$ cat src/include/txcf_defs.svh
`ifndef TXCF_DEFS_SVH
`define TXCF_DEFS_SVH

`define TXCF_OFF_RX_CFG     8'h6C
`define TXCF_OFF_TX_CTL     8'h70
`define TXCF_OFF_HW_SET     8'h74
`define TXCF_OFF_INT_STS    8'h80
`define TXCF_OFF_INT_MSK    8'h84

`define TXCF_RX_ALIGN_HI    31
`define TXCF_RX_ALIGN_LO    30
`define TXCF_BIT_FLUSH_STS  15
`define TXCF_BIT_FLUSH_DAT  14
`define TXCF_BIT_ALLOW_OVR  2
`define TXCF_BIT_TX_ON      1
`define TXCF_BIT_STOP       0
`define TXCF_BIT_MUST_ONE   20
`define TXCF_ALLOC_HI       19
`define TXCF_ALLOC_LO       16

`define TXCF_INT_STS_FULL   0
`define TXCF_INT_TX_HALT    1
`define TXCF_INT_BITS       2

`define TXCF_ALLOC_RESET    4'h5
`define TXCF_ALLOC_MAX_KB   4'hE
`define TXCF_TOTAL_KB       16
`define TXCF_KB_BYTES       1024
`define TXCF_STS_BYTES      512

`define TXCF_ALIGN_DW_4     4'h1
`define TXCF_ALIGN_DW_16    4'h4
`define TXCF_ALIGN_DW_32    4'h8

`endif

$ cat src/include/txcf_pkg.sv
`default_nettype none
package txcf_pkg;
  typedef enum logic [1:0] {
    ALIGN_4   = 2'b00,
    ALIGN_16  = 2'b01,
    ALIGN_32  = 2'b10,
    ALIGN_RSV = 2'b11
  } txcf_align_t;

  typedef enum logic [1:0] {
    TX_OFF   = 2'b00,
    TX_RUN   = 2'b01,
    TX_DRAIN = 2'b10
  } txcf_txstate_t;
endpackage
`default_nettype wire

$ cat src/include/txcf_ctl_if.sv
`default_nettype none
interface txcf_ctl_if;
  logic ce;
  logic onWrite;
  logic onValue;
  logic stopWrite;
  logic allowOverrun;
  logic statusFull;
  logic frameActive;
  logic txOn;
  logic stopBusy;
  logic txRun;
  logic haltPulse;

  modport regs (
    output ce, onWrite, onValue, stopWrite, allowOverrun, statusFull, frameActive,
    input  txOn, stopBusy, txRun, haltPulse
  );
  modport seq (
    input  ce, onWrite, onValue, stopWrite, allowOverrun, statusFull, frameActive,
    output txOn, stopBusy, txRun, haltPulse
  );
endinterface
`default_nettype wire

$ cat src/txcf_regs.sv
`include "txcf_defs.svh"
`default_nettype none
module txcf_regs (
  // clock, reset, enable
  input  wire logic        sys_clk,
  input  wire logic        sys_rst,
  input  wire logic        clkEn,
  // apb slave
  input  wire logic        psel,
  input  wire logic        penable,
  input  wire logic        pwrite,
  input  wire logic [7:0]  paddr,
  input  wire logic [31:0] pwdata,
  output logic      [31:0] prdata,
  output logic             pready,
  output logic             pslverr,
  // transmit engine status
  input  wire logic        txStatusFull,
  input  wire logic        txFrameActive,
  // receive data reads by the host
  input  wire logic        rxDataRead,
  input  wire logic        rxDataLast,
  // transmit engine control and receive padding
  output logic             txRun,
  output logic             txEnabled,
  output logic             txStatusFlush,
  output logic             txDataFlush,
  output logic             rxPadding,
  // fifo partition
  output logic [3:0]       txAllocKb,
  output logic [14:0]      txDataBytes,
  output logic [14:0]      rxBytes,
  output logic             mustSetOne,
  // interrupt
  output logic             irq
);
  txcf_ctl_if ctl ();

  txcf_tx_seq u_seq (
    .sys_clk (sys_clk),
    .sys_rst (sys_rst),
    .ctl     (ctl)
  );

  // bus decode
  logic accessEnd;
  logic wrEnd;
  logic selRxCfg;
  logic selTxCtl;
  logic selHwSet;
  logic selIntSts;
  logic selIntMsk;
  logic mapped;

  assign accessEnd = psel && penable && pready;
  assign wrEnd     = accessEnd && pwrite;
  assign selRxCfg  = (paddr == `TXCF_OFF_RX_CFG);
  assign selTxCtl  = (paddr == `TXCF_OFF_TX_CTL);
  assign selHwSet  = (paddr == `TXCF_OFF_HW_SET);
  assign selIntSts = (paddr == `TXCF_OFF_INT_STS);
  assign selIntMsk = (paddr == `TXCF_OFF_INT_MSK);
  assign mapped    = selRxCfg || selTxCtl || selHwSet || selIntSts || selIntMsk;

  // stored configuration
  txcf_pkg::txcf_align_t     rxAlign;
  txcf_pkg::txcf_align_t     next_rxAlign;
  logic                      allowOverrun;
  logic                      next_allowOverrun;
  logic                      next_mustSetOne;
  logic [3:0]                next_txAllocKb;
  logic [`TXCF_INT_BITS-1:0] intSts;
  logic [`TXCF_INT_BITS-1:0] next_intSts;
  logic [`TXCF_INT_BITS-1:0] intMsk;
  logic [`TXCF_INT_BITS-1:0] next_intMsk;
  logic                      statusFullSeen;
  logic [`TXCF_INT_BITS-1:0] events;

  always_comb begin
    next_rxAlign      = rxAlign;
    next_allowOverrun = allowOverrun;
    next_mustSetOne   = mustSetOne;
    next_txAllocKb    = txAllocKb;
    next_intMsk       = intMsk;
    if (wrEnd && selRxCfg) begin
      next_rxAlign = txcf_pkg::txcf_align_t'(
        pwdata[`TXCF_RX_ALIGN_HI:`TXCF_RX_ALIGN_LO]);
    end
    if (wrEnd && selTxCtl) begin
      next_allowOverrun = pwdata[`TXCF_BIT_ALLOW_OVR];
    end
    if (wrEnd && selHwSet) begin
      next_mustSetOne = pwdata[`TXCF_BIT_MUST_ONE];
      next_txAllocKb  = pwdata[`TXCF_ALLOC_HI:`TXCF_ALLOC_LO];
      if (next_txAllocKb > `TXCF_ALLOC_MAX_KB) begin
        next_txAllocKb = `TXCF_ALLOC_MAX_KB;
      end
    end
    if (wrEnd && selIntMsk) begin
      next_intMsk = pwdata[`TXCF_INT_BITS-1:0];
    end
    // full event is taken from the raw queue flag, not the stall policy
    events = '0;
    events[`TXCF_INT_STS_FULL] = txStatusFull && !statusFullSeen;
    events[`TXCF_INT_TX_HALT]  = ctl.haltPulse;
    next_intSts = intSts;
    if (wrEnd && selIntSts) begin
      next_intSts = intSts & ~pwdata[`TXCF_INT_BITS-1:0];
    end
    // a new event wins over a clear in the same cycle
    next_intSts = next_intSts | events;
  end

  always_ff @(posedge sys_clk or posedge sys_rst) begin
    if (sys_rst) begin
      rxAlign        <= txcf_pkg::ALIGN_4;
      allowOverrun   <= 1'b0;
      mustSetOne     <= 1'b0;
      txAllocKb      <= `TXCF_ALLOC_RESET;
      intSts         <= '0;
      intMsk         <= '0;
      statusFullSeen <= 1'b0;
    end else if (clkEn) begin
      rxAlign        <= next_rxAlign;
      allowOverrun   <= next_allowOverrun;
      mustSetOne     <= next_mustSetOne;
      txAllocKb      <= next_txAllocKb;
      intSts         <= next_intSts;
      intMsk         <= next_intMsk;
      statusFullSeen <= txStatusFull;
    end
  end

  // link to the transmit sequencer
  assign ctl.ce           = clkEn;
  assign ctl.onWrite      = wrEnd && selTxCtl;
  assign ctl.onValue      = pwdata[`TXCF_BIT_TX_ON];
  assign ctl.stopWrite    = wrEnd && selTxCtl && pwdata[`TXCF_BIT_STOP];
  assign ctl.allowOverrun = allowOverrun;
  assign ctl.statusFull   = txStatusFull;
  assign ctl.frameActive  = txFrameActive;

  // read data, reserved bits zero
  logic [31:0] rdValue;

  always_comb begin
    rdValue = 32'h0000_0000;
    if (selRxCfg) begin
      rdValue[`TXCF_RX_ALIGN_HI:`TXCF_RX_ALIGN_LO] = rxAlign;
    end
    if (selTxCtl) begin
      rdValue[`TXCF_BIT_ALLOW_OVR] = allowOverrun;
      rdValue[`TXCF_BIT_TX_ON]     = ctl.txOn;
      rdValue[`TXCF_BIT_STOP]      = ctl.stopBusy;
    end
    if (selHwSet) begin
      rdValue[`TXCF_BIT_MUST_ONE]                  = mustSetOne;
      rdValue[`TXCF_ALLOC_HI:`TXCF_ALLOC_LO]       = txAllocKb;
    end
    if (selIntSts) begin
      rdValue[`TXCF_INT_BITS-1:0] = intSts;
    end
    if (selIntMsk) begin
      rdValue[`TXCF_INT_BITS-1:0] = intMsk;
    end
  end

  // bus answer one cycle into the access phase
  logic        next_pready;
  logic        next_pslverr;
  logic [31:0] next_prdata;

  always_comb begin
    next_pready  = psel && penable && !pready;
    next_pslverr = next_pready && !mapped;
    next_prdata  = 32'h0000_0000;
    if (next_pready && !pwrite) begin
      next_prdata = rdValue;
    end
  end

  always_ff @(posedge sys_clk or posedge sys_rst) begin
    if (sys_rst) begin
      pready  <= 1'b0;
      pslverr <= 1'b0;
      prdata  <= 32'h0000_0000;
    end else if (clkEn) begin
      pready  <= next_pready;
      pslverr <= next_pslverr;
      prdata  <= next_prdata;
    end
  end

  // flushes, partition and engine outputs
  logic        next_txStatusFlush;
  logic        next_txDataFlush;
  logic        next_irq;
  logic [14:0] allocBytes;
  logic [14:0] next_txDataBytes;
  logic [14:0] next_rxBytes;

  always_comb begin
    next_txStatusFlush = wrEnd && selTxCtl && pwdata[`TXCF_BIT_FLUSH_STS];
    next_txDataFlush   = wrEnd && selTxCtl && pwdata[`TXCF_BIT_FLUSH_DAT];
    allocBytes         = 15'({txAllocKb, 10'h000});
    next_txDataBytes   = allocBytes - 15'(`TXCF_STS_BYTES);
    next_rxBytes       = 15'(`TXCF_TOTAL_KB * `TXCF_KB_BYTES) - allocBytes;
    next_irq           = |(intSts & intMsk);
  end

  always_ff @(posedge sys_clk or posedge sys_rst) begin
    if (sys_rst) begin
      txStatusFlush <= 1'b0;
      txDataFlush   <= 1'b0;
      txDataBytes   <= 15'h0000;
      rxBytes       <= 15'h0000;
      irq           <= 1'b0;
      txRun         <= 1'b0;
      txEnabled     <= 1'b0;
    end else if (clkEn) begin
      txStatusFlush <= next_txStatusFlush;
      txDataFlush   <= next_txDataFlush;
      txDataBytes   <= next_txDataBytes;
      rxBytes       <= next_rxBytes;
      irq           <= next_irq;
      txRun         <= ctl.txRun;
      txEnabled     <= ctl.txOn;
    end
  end

  // receive end padding
  logic [3:0] alignDw;
  logic [2:0] wordCnt;
  logic [2:0] next_wordCnt;
  logic [3:0] padLeft;
  logic [3:0] next_padLeft;
  logic [3:0] usedDw;
  logic       next_rxPadding;

  always_comb begin
    case (rxAlign)
      txcf_pkg::ALIGN_4:  alignDw = `TXCF_ALIGN_DW_4;
      txcf_pkg::ALIGN_16: alignDw = `TXCF_ALIGN_DW_16;
      txcf_pkg::ALIGN_32: alignDw = `TXCF_ALIGN_DW_32;
      default:            alignDw = `TXCF_ALIGN_DW_4;
    endcase
    next_wordCnt = wordCnt;
    next_padLeft = padLeft;
    usedDw       = ({1'b0, wordCnt} + 4'h1) & (alignDw - 4'h1);
    if (rxDataRead) begin
      if (padLeft != 4'h0) begin
        next_padLeft = padLeft - 4'h1;
      end else if (rxDataLast) begin
        next_wordCnt = 3'h0;
        next_padLeft = (alignDw - usedDw) & (alignDw - 4'h1);
      end else begin
        next_wordCnt = wordCnt + 3'h1;
      end
    end
    next_rxPadding = (next_padLeft != 4'h0);
  end

  always_ff @(posedge sys_clk or posedge sys_rst) begin
    if (sys_rst) begin
      wordCnt   <= 3'h0;
      padLeft   <= 4'h0;
      rxPadding <= 1'b0;
    end else if (clkEn) begin
      wordCnt   <= next_wordCnt;
      padLeft   <= next_padLeft;
      rxPadding <= next_rxPadding;
    end
  end
endmodule // txcf_regs
`default_nettype wire

$ cat src/txcf_tx_seq.sv
`default_nettype none
module txcf_tx_seq (
  // clock and reset
  input  wire logic sys_clk,
  input  wire logic sys_rst,
  // control link to the register bank
  txcf_ctl_if.seq   ctl
);
  txcf_pkg::txcf_txstate_t state;
  txcf_pkg::txcf_txstate_t next_state;
  logic                    stopBusy;
  logic                    next_stopBusy;
  logic                    txRun;
  logic                    next_txRun;
  logic                    haltPulse;
  logic                    next_haltPulse;

  always_comb begin
    next_state     = state;
    next_stopBusy  = stopBusy;
    next_haltPulse = 1'b0;
    case (state)
      txcf_pkg::TX_OFF: begin
        if (ctl.onWrite && ctl.onValue) begin
          next_state = txcf_pkg::TX_RUN;
        end
      end
      txcf_pkg::TX_RUN: begin
        if (ctl.onWrite && !ctl.onValue) begin
          next_state = txcf_pkg::TX_OFF;
        end else if (stopBusy) begin
          next_state = txcf_pkg::TX_DRAIN;
        end
      end
      txcf_pkg::TX_DRAIN: begin
        // current frame runs to its end before the halt
        if (!ctl.frameActive) begin
          next_state     = txcf_pkg::TX_OFF;
          next_stopBusy  = 1'b0;
          next_haltPulse = 1'b1;
        end
      end
      default: begin
        next_state = txcf_pkg::TX_OFF;
      end
    endcase
    if (state == txcf_pkg::TX_OFF && stopBusy) begin
      next_stopBusy  = 1'b0;
      next_haltPulse = 1'b1;
    end
    if (ctl.stopWrite && !stopBusy) begin
      next_stopBusy = 1'b1;
    end
    // no new frame while stopping or while a full status queue stalls
    next_txRun = (next_state == txcf_pkg::TX_RUN) && !next_stopBusy
                 && (ctl.allowOverrun || !ctl.statusFull);
  end

  always_ff @(posedge sys_clk or posedge sys_rst) begin
    if (sys_rst) begin
      state     <= txcf_pkg::TX_OFF;
      stopBusy  <= 1'b0;
      txRun     <= 1'b0;
      haltPulse <= 1'b0;
    end else if (ctl.ce) begin
      state     <= next_state;
      stopBusy  <= next_stopBusy;
      txRun     <= next_txRun;
      haltPulse <= next_haltPulse;
    end
  end

  assign ctl.txOn      = (state != txcf_pkg::TX_OFF);
  assign ctl.stopBusy  = stopBusy;
  assign ctl.txRun     = txRun;
  assign ctl.haltPulse = haltPulse;
endmodule // txcf_tx_seq
`default_nettype wire

$ cat config.mk
export PLATFORM = sky130hd
export DESIGN_NAME = txcf_regs
export DESIGN_NICKNAME = d
export VERILOG_FILES = /design/src/include/txcf_pkg.sv /design/src/include/txcf_ctl_if.sv /design/src/txcf_regs.sv /design/src/txcf_tx_seq.sv
export VERILOG_INCLUDE_DIRS = /design/src /design/src/include
export SDC_FILE = /design/constraint.sdc
export NUM_CORES = 1
export LEC_CHECK = 0
export BUFFER_PORTS_ARGS = -buffer_cell sky130_fd_sc_hd__buf_2
export CAP_MARGIN = 0
export CORE_MARGIN = 2
export CORE_UTILIZATION = 48
export DETAILED_ROUTE_END_ITERATION = 10
export GPL_TIMING_DRIVEN = 0
export HOLD_SLACK_MARGIN = 0.12
export PLACE_DENSITY = 0.77
export REMOVE_ABC_BUFFERS = 1
export SLEW_MARGIN = 20
export SYNTH_ARGS = -nofsm -noshare
export SYNTH_HDL_FRONTEND = slang
export SYNTH_SLANG_ARGS = --single-unit
$ cat constraint.sdc
create_clock -name sys_clk -period 2.51 [get_ports sys_clk]
set_clock_uncertainty 0.2 [all_clocks]
set_input_delay 0.251 -clock sys_clk [delete_from_list [all_inputs] [get_ports sys_clk]]
set_output_delay 0.251 -clock sys_clk [all_outputs]
set_load 0.02 [all_outputs]
-- Yosys cells after proc, flatten, opt, wreduce, memory -nomap -nowiden
Index checks and enable logic that the tools add are counted.
- register bits after elaboration: 95
- input port bits: 50
- output and inout port bits: 75
- $add $sub $neg: 7
- magnitude comparators: 1
- eq/ne operators: 10
- muxes and demuxes: 25
- bitwise operators: 7
- reductions and logical operators: 44
- operators by type and width (kind ; number):
    32-bit two-way mux ; 1
    8-bit by 7-bit == test with 1-bit output, second input constant ; 3
    1-bit logical AND ; 21
    8-bit == test, second input constant ; 2
    2-bit two-way mux ; 8
    4-bit two-way mux ; 4
    14-bit by 10-bit subtractor with 15-bit output, second input constant ; 1
    15-bit by 14-bit subtractor with 15-bit output, first input constant ; 1
    4-bit bitwise AND ; 2
    1-bit logical NOT ; 8
    4-bit case mux with 2 select lines ; 1
    2-bit AND reduction ; 4
    4-bit nonzero test ; 2
    4-bit by 1-bit subtractor with 4-bit output, second input constant ; 2
    1-bit two-way mux ; 7
    2-bit by 1-bit == test with 1-bit output, second input constant ; 3
    3-bit two-way mux ; 2
    2-bit case mux with 3 select lines ; 1
    1-bit logical OR ; 5
    5-bit two-way mux ; 1
    3-bit by 1-bit adder with 4-bit output, second input constant ; 1
    2-bit bitwise AND ; 2
    2-bit == test, second input constant ; 2
    4-bit greater-than comparator, second input constant ; 1
    9 further kinds ; 9

-- Depth between registers and ports, before layout
- word-level depth: 10
- gate-level depth with buffers: 9

-- Modules after synthesis
From an unflattened synthesis, not the netlist that was laid out.
- cells, all modules: 317
- area total of the unflattened synthesis: 2982.9 µm²
- by module, submodules not included (module ; instances ; cells an instance ; area each (µm²) ; sequential area each (µm²)):
    txcf_regs ; 1 ; 288 ; 2706.3 ; 1228.7
    txcf_tx_seq ; 1 ; 29 ; 276.5 ; 125.1

-- Worst setup path before layout
Ideal clock, no wire load.
- path type: reg-to-reg
- start: register padLeft[0]
- end: register rxPadding
- library setup time: 0.131 ns
- arrival: 1.657 ns
- setup slack: 0.522 ns
- cell stages (with the launch flop): 8
- path buffers: 0
- period minus slack after synthesis: 1.988 ns
- cells stage by stage: dfrtp_1 -> inv_1 -> ha_1 -> or3b_2 -> a21oi_1 -> o32ai_1 -> a211oi_1 -> a31oi_1
- cells in the longest elaborated chain, start to end: 4
- elaborated cells between the ends (all ways): 6
- those cells by class: 1 x add/sub; 3 x mux; 2 x reduce/logical
- RTL lines (element ; RTL line ; source):
    from (decl) ; txcf_regs.sv:234 ; logic [3:0] padLeft;
    from (signal assigned) ; txcf_regs.sv:269 ; padLeft <= next_padLeft;
    4-bit by 1-bit subtractor with 4-bit output (tied with other cells) ; txcf_regs.sv:251 ; next_padLeft = padLeft - 4'h1;
    4-bit two-way mux ; txcf_regs.sv:250 ; if (padLeft != 4'h0) begin
    4-bit two-way mux (*) ; txcf_regs.sv:249 ; if (rxDataRead) begin
    4-bit nonzero test (*) ; txcf_regs.sv:259 ; next_rxPadding = (next_padLeft != 4'h0);
    to (signal assigned) ; txcf_regs.sv:270 ; rxPadding <= next_rxPadding;
    to (decl) ; txcf_regs.sv:28 ; output logic rxPadding,
Every way passes the cells marked *; elsewhere a longest branch is shown, timed or not.
A chain may end at the register's enable or synchronous reset.

-- Final worst setup path
- start: input port paddr[3]
- end: register u_seq.stopBusy (netlist: u_seq.ctl.stopBusy)
- cells in the longest elaborated chain, start to end: 5
- RTL lines (element ; RTL line ; source):
    from (decl) ; txcf_regs.sv:12 ; input wire logic [7:0] paddr,
    8-bit by 7-bit == test with 1-bit output (no line) ; - ;
    1-bit logical AND (2 in series) ; txcf_regs.sv:137 ; assign ctl.stopWrite = wrEnd && selTxCtl && pwdata[`TXCF_BIT_STOP];
    1-bit logical AND ; txcf_tx_seq.sv:51 ; if (ctl.stopWrite && !stopBusy) begin
    1-bit two-way mux ; txcf_tx_seq.sv:51 ;
    to (signal assigned) ; txcf_tx_seq.sv:67 ; stopBusy <= next_stopBusy;
    to (decl) ; txcf_tx_seq.sv:11 ; logic stopBusy;
No other way between the ends.

==> impl_metrics.toml <==
[flow_run]
maxCapViolCount = 0

[finish]
area.growth.synth_to_final_pct = 16.31
layout_commonest_cell = "buf_2"
layout_common_cells = "63 x buf_2, 52 x dfrtp_1, 41 x conb_1"
drive_gt1_share_pct = 26.49
instances_no_fill = 460
diodes = 0
nets = 442

[logic_synthesis]
synthArstFlopShare_pct = 100.0
synth-edff-count = 0
synthFlopType = "dfrtp_1"
yosys_register_bits = 54
avgSynthCellArea_sq_um = 9.863
synthAdderAreaFrac_pct = 3.295
synth_xor_area_share_pct = 1.153
yosys.cell_types.count = 50
synthesis.area_sq_mm = 0.003038
synth_compound_area_share_pct = 13.39
synthSimpleGateAreaFrac_pct = 16.06
synthMuxAreaShare_pct = 7.043
syn_inst = 308
synth.yosys.seq_area_share_pct = 44.56
yosys_warnings = 0
synth_top_family_by_area = "simple AND/OR/NAND/NOR gates"

[drt]
routed_wirelength_mm = 6.331
via_count = 2369
ant_nets = 0
first_pass_iters = 4
drc = 0
vias_per_cell = 5.150
first_iter_violations = 76
wl_per_cell_um = 13.76

[floorplan]
core_area_sq_mm = 0.006026
initial_utilization_pct = 50.42
dieArea_sq_mm = 0.006981
die_w_um = 83.56
io_pins = 125
row_count = 28
die_y_um = 83.56

[setup_path]
required_ns = 2.56
slowest_delay_ns = 0.55
critPathLaunch = "paddr[3]"
cp_max_fo = 5
crit_slowest_cell = "dlygate4sd3_1"
critical_path_class = "input port to flop"
crit_path_end_kind = "flop"
cp.arrival_ns = 2.36
rrSetupSlack_ns = 0.26
crit_path_start_kind = "input port"
worstPathCellList = "dlygate4sd3_1 -> buf_2 -> nor3_2 -> nand3_1 -> nor2_2 -> nand3_1 -> o21ai_0 -> dlygate4sd3_1"
reg2reg_from = "padLeft[0]$_DFFE_PP0P_"

[sta]
layout_setup_ws_ns = 0.2014
max_slew.worst_pin.slew_ns = 0.6751
hold_violations = 0
post-route-period-util_pct = 91.98
tns_ns = 0
clock.fmax_mhz = 433.2
slew_headroom_pct = 55.00
whs_ns = 0.1325
fin_crit_ns = 2.309
setup_viol = 0
maxSlewViolCount = 0
rsz0062_at_grt = "no"

[grt]
grt_pass1_wl_mm = 10.48
grt_max_degree = 39
grt_pass1_vias = 2280
overflow = 0
antenna_found_initial = 0
grtUsageTotal_pct = 18.39

[clock_tree]
cts_sinks = 54
clk_pin_slew_ns = 0.11
numCtsBuffers = 5
cts_htree_levels = 2
cts_root_buf = "clkbuf_8"
cts_buffer_depth = 2
clk_latency_ns = 0.31
post_cts_buffers = 0
cts_tree = "done"

[min_path]
hold_class = "input port to flop"
holdCritStartpoint = "paddr[0]"

[power_and_ir_drop]
total_power_mw = 2.004
power_switching_mw = 0.6694
leakage_nw = 1.689
p_per_area_mw_per_mm2 = 567.0
internal_power_mw = 1.334
pwr-share-seq_pct = 50.7
ir_drop_mv = 0.3564
p_sw_share_pct = 33.41
clkPwrFrac_pct = 26.1
power.share.combinational_pct = 23.1

[placed_design]
dp_hpwl_mm = 4.688
dp_worst_setup_slack_ns = -0.05961
post-place-cells = 435
place_congestion = 0.8731
port_buffers = 63

[outcome]
status = "finished clean"
-- kinds of logic (layout without fill, tap and decap cells) --
| kind of cell | count (synthesis) | in the layout |
|---|---|---|
| AOI/OAI and AO/OA | 63 | 63 |
| adders and majority gates | 8 | 8 |
| other | 1 | 41 |
| and+or+nand+nor | 88 | 88 |
| DFF | 54 | 54 |
| buffers and inverters | 72 | 109 |
| xor gates and xnor gates | 4 | 4 |
| muxes | 18 | 18 |
-- per-stage QoR --
stage	util, %	area (sq um)
detailed placement	54.15	3263
CTS	58.60	3531
global placement	53.70	3236
finish	58.64	3533
floorplan	-	2826
global route	58.64	3533
-- flip-flops by register name (all words and copies together) (netlist names), 2 cells and up --
| register | flops |
|---|---|
| rxBytes | 5 |
| padLeft | 4 |
| txAllocKb | 4 |
| wordCnt | 3 |
| intMsk | 2 |
| intSts | 2 |
| txDataBytes | 6 |
| u_seq.state | 2 |
| rxAlign | 2 |
| prdata | 10 |
-- final timing paths --
check                                                 end  depth (start not counted)
min reg2reg                    txDataBytes[9]$_DFFE_PP0P_                          1
max in group asynchronous        txAllocKb[2]$_DFFE_PP1P_                          4
min in group asynchronous          wordCnt[2]$_DFFE_PP0P_                          3
max reg2reg                         rxPadding$_DFFE_PP0P_                          7
max                        u_seq.ctl.stopBusy$_DFFE_PP0P_                          8
min                                 prdata[0]$_DFFE_PP0P_                          3
-- critical path, delay by kind of cell --
family	cells	cell delay, ns
simple gates	4	0.80
buf+inv	3	1.24
compound gates	1	0.07
-- timing repair --
item	CTS	global route
setup endpoints to repair	0	1
endpoints found under the hold margin	46	0
hold buffers	17	0
gates resized for setup	0	1
-- routing by layer --
metal / GRT usage [%] / vias to the layer above / wire length (um)
met5: 0 / - / 0
met4: 5.865 / 0 / 142
met3: 3.660 / 12 / 357
met2: 31.96 / 88 / 3064
met1: 23.05 / 1134 / 2767
li1: - / 1135 / -
-- power groups by stage --
stage          clock [mW]  sequential [mW]  combinational (mW)
2_1_floorplan           0             1.04               0.290
3_3_place_gp            0             1.03               0.425
3_5_place_dp            0             1.03               0.442
4_1_cts             0.543             1.02               0.463
5_1_grt             0.568             1.03               0.525
6_report            0.524             1.02               0.464
-- synth_stat cells, types with 2 or more instances --
cell        n  area share, %
a21oi_1    13            2.1
a22o_1     11            3.2
a22oi_1     2           0.49
a32o_1      2           0.66
buf_1       2           0.25
buf_4      42             10
clkbuf_1    6           0.74
dfrtp_1    52             43
dfstp_2     2            1.7
ha_1        8            3.3
inv_1      19            2.3
mux2_2     11            4.1
mux2_4      4            2.0
mux2i_1     3           0.99
nand2_1    23            2.8
nand2b_1    4           0.82
nand3_1     8            1.3
nand3b_1    2           0.49
nand4_1     2           0.41
nand4b_1    4            1.2
nor2_1     21            2.6
nor2b_1     3           0.62
nor3_1      4           0.66
nor3_2      2           0.66
nor3b_1     4           0.99
o21a_1      3           0.74
o21ai_0    22            3.6
o2bb2ai_1   2           0.58
o32ai_1     2           0.58
or3_1       2           0.41
or3b_2      2           0.58
xnor2_1     3           0.87
-- layout make-up --
cell class,count,area (sq um)
Clock inverter,3,28.78
Clock buffer,5,68.82
Tap cell,75,93.84
Fill cell,534,2492
Timing Repair Buffer,81,513.0
Sequential cell,54,1354
Inverter,20,75.07
Multi-Input combinational cell,222,1400
Note: power is estimated with default switching activity, not from simulation.
